## config.mk

```make
export PLATFORM = sky130hd
export DESIGN_NAME = cte_top
export DESIGN_NICKNAME = d
export VERILOG_FILES = /design/src/common/cte_pkg.sv /design/src/logic/cte_top.sv /design/src/logic/cte_chan.sv
export SDC_FILE = /design/constraint.sdc
export NUM_CORES = 1
export LEC_CHECK = 0
export ABC_AREA = 1
export BUFFER_PORTS_ARGS = -buffer_cell sky130_fd_sc_hd__buf_2
export CAP_MARGIN = 20
export CORE_MARGIN = 5
export CORE_UTILIZATION = 35
export CTS_BUF_LIST = sky130_fd_sc_hd__clkbuf_4
export DETAILED_ROUTE_END_ITERATION = 7
export PLACE_DENSITY = 0.66
export SETUP_SLACK_MARGIN = 0.2
export SYNTH_ARGS = -nofsm -noshare
export SYNTH_HDL_FRONTEND = slang
export SYNTH_SLANG_ARGS = --single-unit
```

## constraint.sdc

```tcl
create_clock -name clk_sys -period 1.29 [get_ports clk_sys]
set_input_delay 0.1935 -clock clk_sys [delete_from_list [all_inputs] [get_ports clk_sys]]
set_output_delay 0.1935 -clock clk_sys [all_outputs]
set_load 0.005 [all_outputs]
```

## src/common/cte_pkg.sv

```systemverilog
// Shared constants and types of the charge time edge control block.
`default_nettype none
package cte_pkg;

  // --------------------------------------------------------------------
  // Register byte offsets on the bus
  // --------------------------------------------------------------------
  localparam logic [3:0] CTE_ADR_EDGE_LOW = 4'h0;
  localparam logic [3:0] CTE_ADR_EDGE_HIGH = 4'h4;
  localparam logic [3:0] CTE_ADR_CUR_CTRL = 4'h8;

  // --------------------------------------------------------------------
  // Field positions and widths
  // --------------------------------------------------------------------
  localparam int CTE_FLAG1_BIT = 0;
  localparam int CTE_FLAG2_BIT = 1;
  localparam int CTE_SEL1_LSB = 2;
  localparam int CTE_POL1_BIT = 4;
  localparam int CTE_SEL2_LSB = 5;
  localparam int CTE_POL2_BIT = 7;
  localparam int CTE_ORDER_EN_BIT = 2;
  localparam int CTE_RANGE_LSB = 0;
  localparam int CTE_TRIM_LSB = 2;
  localparam int CTE_SEL_W = 2;
  localparam int CTE_RANGE_W = 2;
  localparam int CTE_TRIM_W = 6;

  // --------------------------------------------------------------------
  // Reset values
  // --------------------------------------------------------------------
  localparam logic [7:0] CTE_EDGE_LOW_RST = 8'h00;
  localparam logic [7:0] CTE_EDGE_HIGH_RST = 8'h00;
  localparam logic [7:0] CTE_CUR_CTRL_RST = 8'h00;

  // Source codes of the per-channel select field.
  typedef enum logic [1:0] {
    CTE_SRC_PIN_A = 2'b00,
    CTE_SRC_PIN_B = 2'b01,
    CTE_SRC_TRIG_A = 2'b10,
    CTE_SRC_TRIG_B = 2'b11
  } cte_src_t;

endpackage
`default_nettype wire

```

## src/logic/cte_top.sv

```systemverilog
// Charge time edge control: Wishbone registers, two edge channels, gating.
//
// How it works
// - Each channel picks a pin or a compare trigger through a two-bit select.
// - Channels respond to the present source level, not to a transition.
// - One polarity bit per channel chooses which level counts as a hit.
// - With ordering enabled, only channel one before channel two is accepted.
// - Two hit flags in the low bits of the low control register; hardware sets them.
// - A setting change that matches the present level sets the flag at once.
// - Current enable is high only while exactly one flag is set.
// - Software may set or clear flags; gating follows the same one-flag rule.
// - Two-bit range field in the low bits of current control; 01 is lowest.
// - Six-bit signed trim in the upper bits; 000000 neutral, 011111 and 100001 extremes.
//
// Register access over Wishbone and the register addresses were left to the implementer.
`timescale 1ns/1ps
`default_nettype none
module cte_top (
  input wire logic clk_sys,
  input wire logic rstn,
  input wire logic wb_cyc_i,
  input wire logic wb_stb_i,
  input wire logic wb_we_i,
  input wire logic [3:0] wb_adr_i,
  input wire logic [3:0] wb_sel_i,
  input wire logic [31:0] wb_dat_i,
  output logic [31:0] wb_dat_o,
  output logic wb_ack_o,
  input wire logic edge_pin_a,
  input wire logic edge_pin_b,
  input wire logic enhanced_cmp_trigger_a,
  input wire logic cmp_trigger_b,
  output logic current_enable,
  output logic [cte_pkg::CTE_RANGE_W-1:0] current_range_sel,
  output logic [cte_pkg::CTE_TRIM_W-1:0] current_trim
);
  import cte_pkg::*;

  // --------------------------------------------------------------------
  // Declarations
  // --------------------------------------------------------------------
  logic ack_q;
  logic req;
  logic wr_en;
  logic wr_low;
  logic wr_high;
  logic wr_cur;
  logic [7:0] rd_byte;
  logic [31:0] dat_q;
  logic [1:0] pin_meta_q;
  logic [1:0] pin_sync_q;
  logic [3:0] src_lvl;
  cte_src_t sel1_q;
  cte_src_t sel2_q;
  logic pol1_q;
  logic pol2_q;
  logic order_en_q;
  logic [CTE_RANGE_W-1:0] range_q;
  logic [CTE_TRIM_W-1:0] trim_q;
  logic flag1_q;
  logic flag2_q;
  logic allow2;
  logic cur_en_q;
  logic [7:0] low_view;

  // --------------------------------------------------------------------
  // Wishbone slave
  // --------------------------------------------------------------------

  // Every access gets one wait state; ack drops the cycle after it rose.
  assign req = wb_cyc_i & wb_stb_i;
  always_ff @(posedge clk_sys) begin
    if (!rstn) begin
      ack_q <= 1'b0;
    end else begin
      ack_q <= req & ~ack_q;
    end
  end
  assign wb_ack_o = ack_q;

  // Writes land on the edge where the master sees ack, and only on lane 0,
  // because all fields fit into the lowest byte.
  assign wr_en = req & wb_we_i & ack_q & wb_sel_i[0];
  assign wr_low = wr_en & (wb_adr_i == CTE_ADR_EDGE_LOW);
  assign wr_high = wr_en & (wb_adr_i == CTE_ADR_EDGE_HIGH);
  assign wr_cur = wr_en & (wb_adr_i == CTE_ADR_CUR_CTRL);

  // Live view of the low control register, flags included.
  always_comb begin
    low_view = 8'h00;
    low_view[CTE_FLAG1_BIT] = flag1_q;
    low_view[CTE_FLAG2_BIT] = flag2_q;
    low_view[CTE_SEL1_LSB +: CTE_SEL_W] = sel1_q;
    low_view[CTE_POL1_BIT] = pol1_q;
    low_view[CTE_SEL2_LSB +: CTE_SEL_W] = sel2_q;
    low_view[CTE_POL2_BIT] = pol2_q;
  end

  // Read mux; unmapped offsets read as zero and are still acknowledged.
  always_comb begin
    rd_byte = 8'h00;
    unique case (wb_adr_i)
      CTE_ADR_EDGE_LOW: begin
        rd_byte = low_view;
      end
      CTE_ADR_EDGE_HIGH: begin
        rd_byte[CTE_ORDER_EN_BIT] = order_en_q;
      end
      CTE_ADR_CUR_CTRL: begin
        rd_byte[CTE_RANGE_LSB +: CTE_RANGE_W] = range_q;
        rd_byte[CTE_TRIM_LSB +: CTE_TRIM_W] = trim_q;
      end
      default: begin
        rd_byte = 8'h00;
      end
    endcase
  end

  // Read data is captured in the wait cycle so it is stable under ack.
  always_ff @(posedge clk_sys) begin
    if (!rstn) begin
      dat_q <= 32'h0000_0000;
    end else if (req & ~ack_q) begin
      dat_q <= {24'h00_0000, rd_byte};
    end
  end
  assign wb_dat_o = dat_q;

  // --------------------------------------------------------------------
  // Configuration registers
  // --------------------------------------------------------------------

  // Source and polarity of both channels.
  always_ff @(posedge clk_sys) begin
    if (!rstn) begin
      sel1_q <= cte_src_t'(CTE_EDGE_LOW_RST[CTE_SEL1_LSB +: CTE_SEL_W]);
      sel2_q <= cte_src_t'(CTE_EDGE_LOW_RST[CTE_SEL2_LSB +: CTE_SEL_W]);
      pol1_q <= CTE_EDGE_LOW_RST[CTE_POL1_BIT];
      pol2_q <= CTE_EDGE_LOW_RST[CTE_POL2_BIT];
    end else if (wr_low) begin
      sel1_q <= cte_src_t'(wb_dat_i[CTE_SEL1_LSB +: CTE_SEL_W]);
      sel2_q <= cte_src_t'(wb_dat_i[CTE_SEL2_LSB +: CTE_SEL_W]);
      pol1_q <= wb_dat_i[CTE_POL1_BIT];
      pol2_q <= wb_dat_i[CTE_POL2_BIT];
    end
  end

  // Ordering filter enable.
  always_ff @(posedge clk_sys) begin
    if (!rstn) begin
      order_en_q <= CTE_EDGE_HIGH_RST[CTE_ORDER_EN_BIT];
    end else if (wr_high) begin
      order_en_q <= wb_dat_i[CTE_ORDER_EN_BIT];
    end
  end

  // Range and trim go straight to the analog source; the block does not
  // interpret them, so code 00 of the range is passed on as written.
  always_ff @(posedge clk_sys) begin
    if (!rstn) begin
      range_q <= CTE_CUR_CTRL_RST[CTE_RANGE_LSB +: CTE_RANGE_W];
      trim_q <= CTE_CUR_CTRL_RST[CTE_TRIM_LSB +: CTE_TRIM_W];
    end else if (wr_cur) begin
      range_q <= wb_dat_i[CTE_RANGE_LSB +: CTE_RANGE_W];
      trim_q <= wb_dat_i[CTE_TRIM_LSB +: CTE_TRIM_W];
    end
  end
  assign current_range_sel = range_q;
  assign current_trim = trim_q;

  // --------------------------------------------------------------------
  // Edge sources
  // --------------------------------------------------------------------

  // Pins are asynchronous and pass two flops; the compare triggers come
  // from logic on this clock and are used as they are.
  always_ff @(posedge clk_sys) begin
    if (!rstn) begin
      pin_meta_q <= 2'b00;
      pin_sync_q <= 2'b00;
    end else begin
      pin_meta_q <= {edge_pin_b, edge_pin_a};
      pin_sync_q <= pin_meta_q;
    end
  end

  // Source order follows the select codes.
  assign src_lvl = {cmp_trigger_b, enhanced_cmp_trigger_a, pin_sync_q};

  // --------------------------------------------------------------------
  // Channels
  // --------------------------------------------------------------------

  // Channel two may only hit after channel one when ordering is on.
  assign allow2 = ~order_en_q | flag1_q;

  cte_chan u_chan1 (
    .clk_sys(clk_sys),
    .rstn(rstn),
    .src_lvl(src_lvl),
    .sel(sel1_q),
    .pol(pol1_q),
    .allow(1'b1),
    .sw_wr(wr_low),
    .sw_val(wb_dat_i[CTE_FLAG1_BIT]),
    .flag_q(flag1_q)
  );

  cte_chan u_chan2 (
    .clk_sys(clk_sys),
    .rstn(rstn),
    .src_lvl(src_lvl),
    .sel(sel2_q),
    .pol(pol2_q),
    .allow(allow2),
    .sw_wr(wr_low),
    .sw_val(wb_dat_i[CTE_FLAG2_BIT]),
    .flag_q(flag2_q)
  );

  // --------------------------------------------------------------------
  // Current gating
  // --------------------------------------------------------------------

  // Enable tracks the flags with one cycle lag. Software should clear both
  // flags in one write; clearing them one at a time re-enables the source.
  always_ff @(posedge clk_sys) begin
    if (!rstn) begin
      cur_en_q <= 1'b0;
    end else begin
      cur_en_q <= flag1_q ^ flag2_q;
    end
  end
  assign current_enable = cur_en_q;

  // --------------------------------------------------------------------
  // Assertions
  // --------------------------------------------------------------------
  a_cur_one_flag: assert property (@(posedge clk_sys) disable iff (!rstn)
    ##1 (current_enable == $past(flag1_q ^ flag2_q)))
    else $error("current enable not one-flag gated");
  a_order_blocks_two: assert property (@(posedge clk_sys) disable iff (!rstn)
    (order_en_q && !flag1_q && !flag2_q && !wr_low) |=> !flag2_q)
    else $error("channel two set before channel one");
  a_pin_a_hits: assert property (@(posedge clk_sys) disable iff (!rstn)
    (sel1_q == CTE_SRC_PIN_A && edge_pin_a == pol1_q) [*3] |=> flag1_q)
    else $error("pin a level did not hit");
  a_trig_b_hits: assert property (@(posedge clk_sys) disable iff (!rstn)
    (!order_en_q && sel2_q == CTE_SRC_TRIG_B && cmp_trigger_b == pol2_q)
    |=> flag2_q) else $error("trigger b level did not hit");
  // With ordering on and flag one clear, channel two cannot join in that edge.
  a_sw_one_flag_on: assert property (@(posedge clk_sys) disable iff (!rstn)
    (wr_low && wb_dat_i[1:0] == 2'b01 && order_en_q && !flag1_q && !flag2_q)
    |=> ##1 current_enable)
    else $error("software single flag did not enable");
  a_range_write: assert property (@(posedge clk_sys) disable iff (!rstn)
    wr_cur |=> current_range_sel == $past(wb_dat_i[1:0]))
    else $error("range field not stored");
  a_trim_write: assert property (@(posedge clk_sys) disable iff (!rstn)
    wr_cur |=> current_trim == $past(wb_dat_i[7:2]))
    else $error("trim field not stored");
  a_ack_one_cycle: assert property (@(posedge clk_sys) disable iff (!rstn)
    wb_ack_o |=> !wb_ack_o) else $error("ack held two cycles");
  // The new setting lands on the write edge and hits one edge later, unless the
  // trigger has moved off the written polarity in between.
  a_pol_match_sets: assert property (@(posedge clk_sys) disable iff (!rstn)
    (wr_low && !wb_dat_i[0] && cte_src_t'(wb_dat_i[3:2]) == CTE_SRC_TRIG_A
     && wb_dat_i[4] == enhanced_cmp_trigger_a)
    |=> ((enhanced_cmp_trigger_a != pol1_q) or (##1 flag1_q)))
    else $error("matching setting did not set flag");

endmodule
`default_nettype wire

```

## src/logic/cte_chan.sv

```systemverilog
// One edge channel: source mux, polarity match and sticky hit flag.
`timescale 1ns/1ps
`default_nettype none
module cte_chan (
  input wire logic clk_sys,
  input wire logic rstn,
  input wire logic [3:0] src_lvl,
  input wire cte_pkg::cte_src_t sel,
  input wire logic pol,
  input wire logic allow,
  input wire logic sw_wr,
  input wire logic sw_val,
  output logic flag_q
);
  import cte_pkg::*;

  logic hit;
  logic flag_d;

  // The channel is level sensitive: it matches the present level, so a
  // change of source or polarity onto a matching level hits at once.
  assign hit = (src_lvl[sel] == pol);

  // A hit in the same cycle as a software clear wins over the clear.
  always_comb begin
    flag_d = sw_wr ? sw_val : flag_q;
    flag_d = flag_d | (hit & allow);
  end

  // Flag register.
  always_ff @(posedge clk_sys) begin
    if (!rstn) begin
      flag_q <= 1'b0;
    end else begin
      flag_q <= flag_d;
    end
  end

  a_hit_sets_flag: assert property (@(posedge clk_sys) disable iff (!rstn)
    (hit && allow) |=> flag_q) else $error("hit did not set flag");
  a_sw_clear_works: assert property (@(posedge clk_sys) disable iff (!rstn)
    (sw_wr && !sw_val && !(hit && allow)) |=> !flag_q)
    else $error("software clear lost");
  a_flag_sticky: assert property (@(posedge clk_sys) disable iff (!rstn)
    (flag_q && !sw_wr) |=> flag_q) else $error("flag dropped");
  a_no_cause_clear: assert property (@(posedge clk_sys) disable iff (!rstn)
    (!flag_q && !sw_wr && !(hit && allow)) |=> !flag_q)
    else $error("flag set without cause");

endmodule
`default_nettype wire

```

==> impl_metrics.toml, run 1 <==
[die]
die_x_microns = 76.93
dieArea_sq_um = 5917
die_y_microns = 76.93
fp-row-count = 24
start_util_pct = 36.01
io_pins = 91
core_sq_um = 4354

[timing]
finalCritPeriodShare_pct = 85.05
setup_viol = 0
final_hold_viol_count = 0
skew_ps = 10.13
rsz0062_at_grt = "true"
slew_violations = 0
final.min_clock_period_ps = 1097
final.setup.tns_ps = 0
fmax_ghz = 0.9115

[power_and_ir_drop]
p_sw_mw = 0.4641
p_seq_share_pct = 57.6
peakVddDrop_uv = 551.2
p_clk_share_pct = 29.7
p_leak_nw = 0.9799
cellPowerDensity_nw_per_um2 = 921.9
intPower_mw = 1.267
switching_share_pct = 26.81
pwr-share-comb_pct = 12.7

[place]
routabilityCongestion = 0.8702
dp_hpwl_mm = 2.572
portBuffers = 39
place_area_sq_um = 1725

[logic_synthesis]
synth_area_per_cell_sq_um = 7.030
ys_types = 24
synth-seq-cells = 31
syn_area_sq_um = 1568
ys_seq_area_share_pct = 39.58
synth_area_leaders = "dfxtp_1, nand2_1, buf_4"
ys.warnings.count = 0
synth_top_area_share_pct = 39.58
synth_area_leader_cell = "dfxtp_1"
synthCells = 223

[detailed_routing]
via_per_inst = 4.333
wl_mm = 3.635
top_layer_used = "met4"
drt-met1-wl_mm = 1.688
firstDrtPassIters = 4
via_count = 1404
drt_iter0_markers = 81
drc_errors = 0
detail-route-antenna-nets = 0
dr_wl_met3_microns = 360
route.detailed.wl_per_inst_microns = 11.22
dr_wl_met2_mm = 1.544

[grt]
antenna_found_initial = 0
grt_pass1_wl_mm = 6.106
grt_pass1_vias = 1328
overflow = 0
grt_max_degree = 21
track_usage_pct = 12.84

[flow_run]
cap_viol_max_count = 0

[critical_path]
endpoint_kind = "flop"
crit_arrival_ps = 1310
critPathKind = "reg -> reg"
crit_path_max_fanout = 6
cp.required_ps = 1510
start_kind = "flop"

[final_layout]
final_cell_area_sq_um = 1878
drive_gt1_share_pct = 26.10
antenna_cells = 0
area_growth_pct = 19.79
n_fill_cell = 455
nets = 321

[clock_network]
clkSlewWorstSetupHoldPaths_ps = 100
cts_hold_buffers = 0
cts_tree = "yes"
clock-sinks = 31
clock_path_buffers = 2
htree_levels = 2
clock_latency_ps = 330
numCtsBuffers = 5
cts_root_buffer = "clkbuf_4"

[run_status]
status = "completed"

[worst_hold_path]
worstHoldPathType = "in -> reg"
cell type report:
cell class                      instances  area, sq um  area share [%]
Clock buffer                            5        37.54           1.999
Clock inverter                          2        8.758          0.4664
Inverter                               26        105.1           5.596
Multi-Input combinational cell        161        750.7           39.97
Sequential cell                        31        626.9           33.38
Tap cell                               52        65.06           3.464
Timing Repair Buffer                   47        284.0           15.12
through the flow:
| step | total power [mW] | util, % | instances | setup slack [ps] | hold WS, ps |
|---|---|---|---|---|---|
| floorplan | 1.191 | - | 246 | 177.3 | 291.1 |
| global placement | 1.214 | 39.63 | 310 | 86.72 | 373.6 |
| detailed placement | 1.216 | 39.63 | 310 | 79.19 | 381.6 |
| CTS | 1.733 | 42.16 | 322 | 179.2 | 35.49 |
| global route | 1.843 | 43.13 | 324 | 119.6 | 38.82 |
| finish | 1.731 | 43.13 | 324 | 192.9 | 41.55 |
timing repair:
item / CTS / global route
gates resized for setup: 8 / 10
cloned: 2 / 0
setup buffers: 3 / 2
pin swaps: 4 / 3
hold endpoints to repair: 0 / 0
setup endpoints to repair: 16 / 27
path summary, 6_finish.rpt:
path	cells past startpoint	startpoint	slack (ps)	endpoint
hold reg to reg	2	pin_meta_q[0]	420	pin_sync_q[0]
setup reg to reg	7	wb_ack_o	190	u_chan1.flag_q
setup / recovery	7	wb_ack_o	190	u_chan1.flag_q
hold / removal	3	edge_pin_a	40	pin_meta_q[0]
power groups by stage:
stage	logic [mW]	registers, mW	clock network, mW
2_1_floorplan	0.169	1.02	0
3_3_place_gp	0.194	1.02	0
3_5_place_dp	0.196	1.02	0
4_1_cts	0.203	0.999	0.532
5_1_grt	0.251	1.00	0.591
6_report	0.219	0.997	0.515
flip-flops by register name, indices dropped and copies added (netlist names):
signal	cells
current_enable	1
order_en_q	1
pol1_q	1
current_range_sel	2
sel1_q	2
u_chan1.flag_q	1
wb_dat_o	8
pin_sync_q	2
pin_meta_q	2
u_chan2.flag_q	1
sel2_q	2
wb_ack_o	1
pol2_q	1
current_trim	6
synth_stat cells:
library cell,instances
a21oi_1,10
a31oi_1,1
buf_2,1
buf_4,25
buf_6,1
clkbuf_1,3
clkinv_4,1
conb_1,1
dfxtp_1,31
inv_1,24
inv_2,1
nand2_1,52
nand2_4,2
nand3_1,15
nand3_2,1
nand3b_1,2
nor2_1,30
nor2_2,1
nor2_4,2
nor3_1,2
nor3_4,1
o21ai_0,12
o21ai_1,3
o21ai_2,1
per-layer routing:
metal	vias up	GRT usage [%]
met5	-	0
met1	601	16.55
met2	57	18.42
li1	741	-
met4	0	6.469
met3	5	5.035
kinds of logic after synthesis:
logic type | Yosys count | synth area share [%]
buf+inv | 56 | 20.27
compound gates | 27 | 8.939
simple gates | 108 | 30.97
other cells | 1 | 0.2392
flops | 31 | 39.59
critical path: stages, from the launching register on:
cell and delay (ps):
dfxtp_4 370, nand3_4 70, nor2_4 100, buf_12 140, buf_6 100, nand3b_1 70
nand2_1 80, a21oi_2 50
layout by cell type (no fill, tap or decap), drive strengths merged, types with 2 or more instances in the layout:
cell and count:
a21oi 10, buf 47, clkbuf 5, clkinv 2
conb 24, dfxtp 31, inv 26, nand2 56
nand3 16, nand3b 2, nor2 33, nor3 3
o21ai 16
Power figures use the tool's default switching activity.
==> run 2, diff against run 1 <==
--- a/config.mk
+++ b/config.mk
@@ -13,6 +13,7 @@
 export CTS_BUF_LIST = sky130_fd_sc_hd__clkbuf_4
 export DETAILED_ROUTE_END_ITERATION = 7
 export PLACE_DENSITY = 0.66
+export REMOVE_ABC_BUFFERS = 1
 export SETUP_SLACK_MARGIN = 0.2
 export SYNTH_ARGS = -nofsm -noshare
 export SYNTH_HDL_FRONTEND = slang
==> run 2 against run 1 <==
  * First-iteration DRC count is 4.9% higher
  * Sequential share of layout area shrank 0.44 points
  * Critical path depth shrank 5
  * Register-to-register slack hardly changed
  * Fmax shrank 0.60%
  * Sequential cell count stayed put
  * Routed wire length up 0.58%
  * Clock power grew 0.8%
  * Worst setup slack got worse by 6.7 ps
  * Total power up 0.44%
  * Non-clock buffer count rose by 1
  * Critical endpoint is now wb_ack_o
==> impl_metrics.toml, run 2 (synthesis results as in run 1) <==
[critical_path]
crit_path_max_fanout = 3
cp.required_ps = 1100
crit_arrival_ps = 910
start_kind = "flop"
endpoint_kind = "output port"
cp_cell_sequence = "buf_4 > buf_2"
crit-reg2reg-launch = "wb_ack_o"
cp_slowest_cell = "dfxtp_2"
cp-startpoint = "wb_ack_o"
max_stage_delay_ps = 330
critPathKind = "reg -> out"

[timing]
final_hold_viol_count = 0
skew_ps = 7.808
final.min_clock_period_ps = 1104
finalCritPeriodShare_pct = 85.57
fmax_ghz = 0.9060
final.setup.tns_ps = 0
rsz0062_at_grt = "true"
slew_violations = 0
setup_viol = 0

[final_layout]
mostFrequentLayoutCell = "nand2_1"
final_cell_mix = "nand2_1, buf_2, dfxtp_1"
multiInputGateArea_sq_um = 759.5
nets = 322
n_fill_cell = 470
largest_reg_flops = 8
drive_gt1_share_pct = 26.84
antenna_cells = 0
final_cell_area_sq_um = 1888
regArea_sq_um = 621.8
area_growth_pct = 20.43

[die]
die_y_microns = 76.93
fp-row-count = 24
die_x_microns = 76.93
start_util_pct = 36.01
core_sq_um = 4354
dieArea_sq_um = 5917
io_pins = 91

[detailed_routing]
drt_iter0_markers = 85
firstDrtPassIters = 4
via_per_inst = 4.398
via_count = 1425
route.detailed.wl_per_inst_microns = 11.28
drc_errors = 0
wl_mm = 3.656
detail-route-antenna-nets = 0

[grt]
overflow = 0
grt_pass1_vias = 1404
grt_pass1_wl_mm = 6.216
antenna_found_initial = 0
track_usage_pct = 12.81
grt_max_degree = 21

[worst_hold_path]
min_from = "edge_pin_a"
worstHoldPathType = "in -> reg"

[clock_network]
numCtsBuffers = 5
cts_tree = "yes"
htree_levels = 2
clkSlewWorstSetupHoldPaths_ps = 90
cts_root_buffer = "clkbuf_4"
clock-sinks = 31
clock_latency_ps = 320
clock_path_buffers = 2

[place]
dp_hpwl_mm = 2.621
place_area_sq_um = 1757
portBuffers = 39
routabilityCongestion = 0.8513

[power_and_ir_drop]
p_clk_share_pct = 29.8
cellPowerDensity_nw_per_um2 = 921.0
switching_share_pct = 25.72
p_sw_mw = 0.4472
peakVddDrop_uv = 425.9
p_seq_share_pct = 57.4
intPower_mw = 1.292
p_leak_nw = 0.9898
pwr-share-comb_pct = 12.8

[flow_run]
cap_viol_max_count = 0

[run_status]
status = "completed"
==> run 2: repair_timing <==
action | in CTS | in global routing
hold buffers | 0 | 0
setup buffers | 3 | 0
gates resized for setup | 7 | 13
cloned | 2 | 0
hold endpoints to repair | 0 | 0
pin swaps | 7 | 2
endpoints found under the setup margin | 17 | 22
==> run 2: per-stage QoR <==
stage	hold slack [ps]	worst slack, ps	utilization (%)	total power, mW	cells
2_1_floorplan	287.0	144.4	-	1.130	216
3_3_place_gp	373.3	40.13	40.34	1.226	313
3_5_place_dp	378.4	18.95	40.34	1.231	313
4_1_cts	46.87	184.3	42.70	1.741	324
5_1_grt	74.44	117.6	43.36	1.819	324
6_report	54.34	186.2	43.36	1.739	324
==> run 2: final timing paths <==
check,slack (ps),depth (start not counted),to
max,190,2,wb_ack_o
max reg2reg,200,7,u_chan2.flag_q
min,50,3,pin_meta_q[0]
min reg2reg,420,2,pin_sync_q[1]
==> run 2: worst max-delay path, delay by kind of cell, from the launching register on <==
family | cells | cell delay [ps]
buf+inv | 2 | 260
flops | 1 | 330
==> run 2: layout make-up <==
| class | instances | share of cell area (%) |
|---|---|---|
| multi-input cells | 161 | 40.23 |
| flip-flops and latches | 31 | 32.94 |
| repair buffers | 48 | 15.44 |
| inverters | 26 | 5.567 |
| well taps | 52 | 3.446 |
| clock buffers | 6 | 2.386 |
==> run 2: metal layers <==
layer,global-route usage [%],wire length (microns),vias up
met2,22.92,1798,45
met4,3.671,29,0
met5,0,0,-
li1,-,-,744
met3,3.747,295,4
met1,14.60,1533,632
==> run 2: power by group through the flow <==
stage | Sequential, mW | Combinational (mW) | Clock [mW]
6_report | 0.997 | 0.223 | 0.519
5_1_grt | 1.00 | 0.257 | 0.561
4_1_cts | 0.998 | 0.215 | 0.528
3_5_place_dp | 1.02 | 0.211 | 0
3_3_place_gp | 1.02 | 0.207 | 0
2_1_floorplan | 1.02 | 0.107 | 0
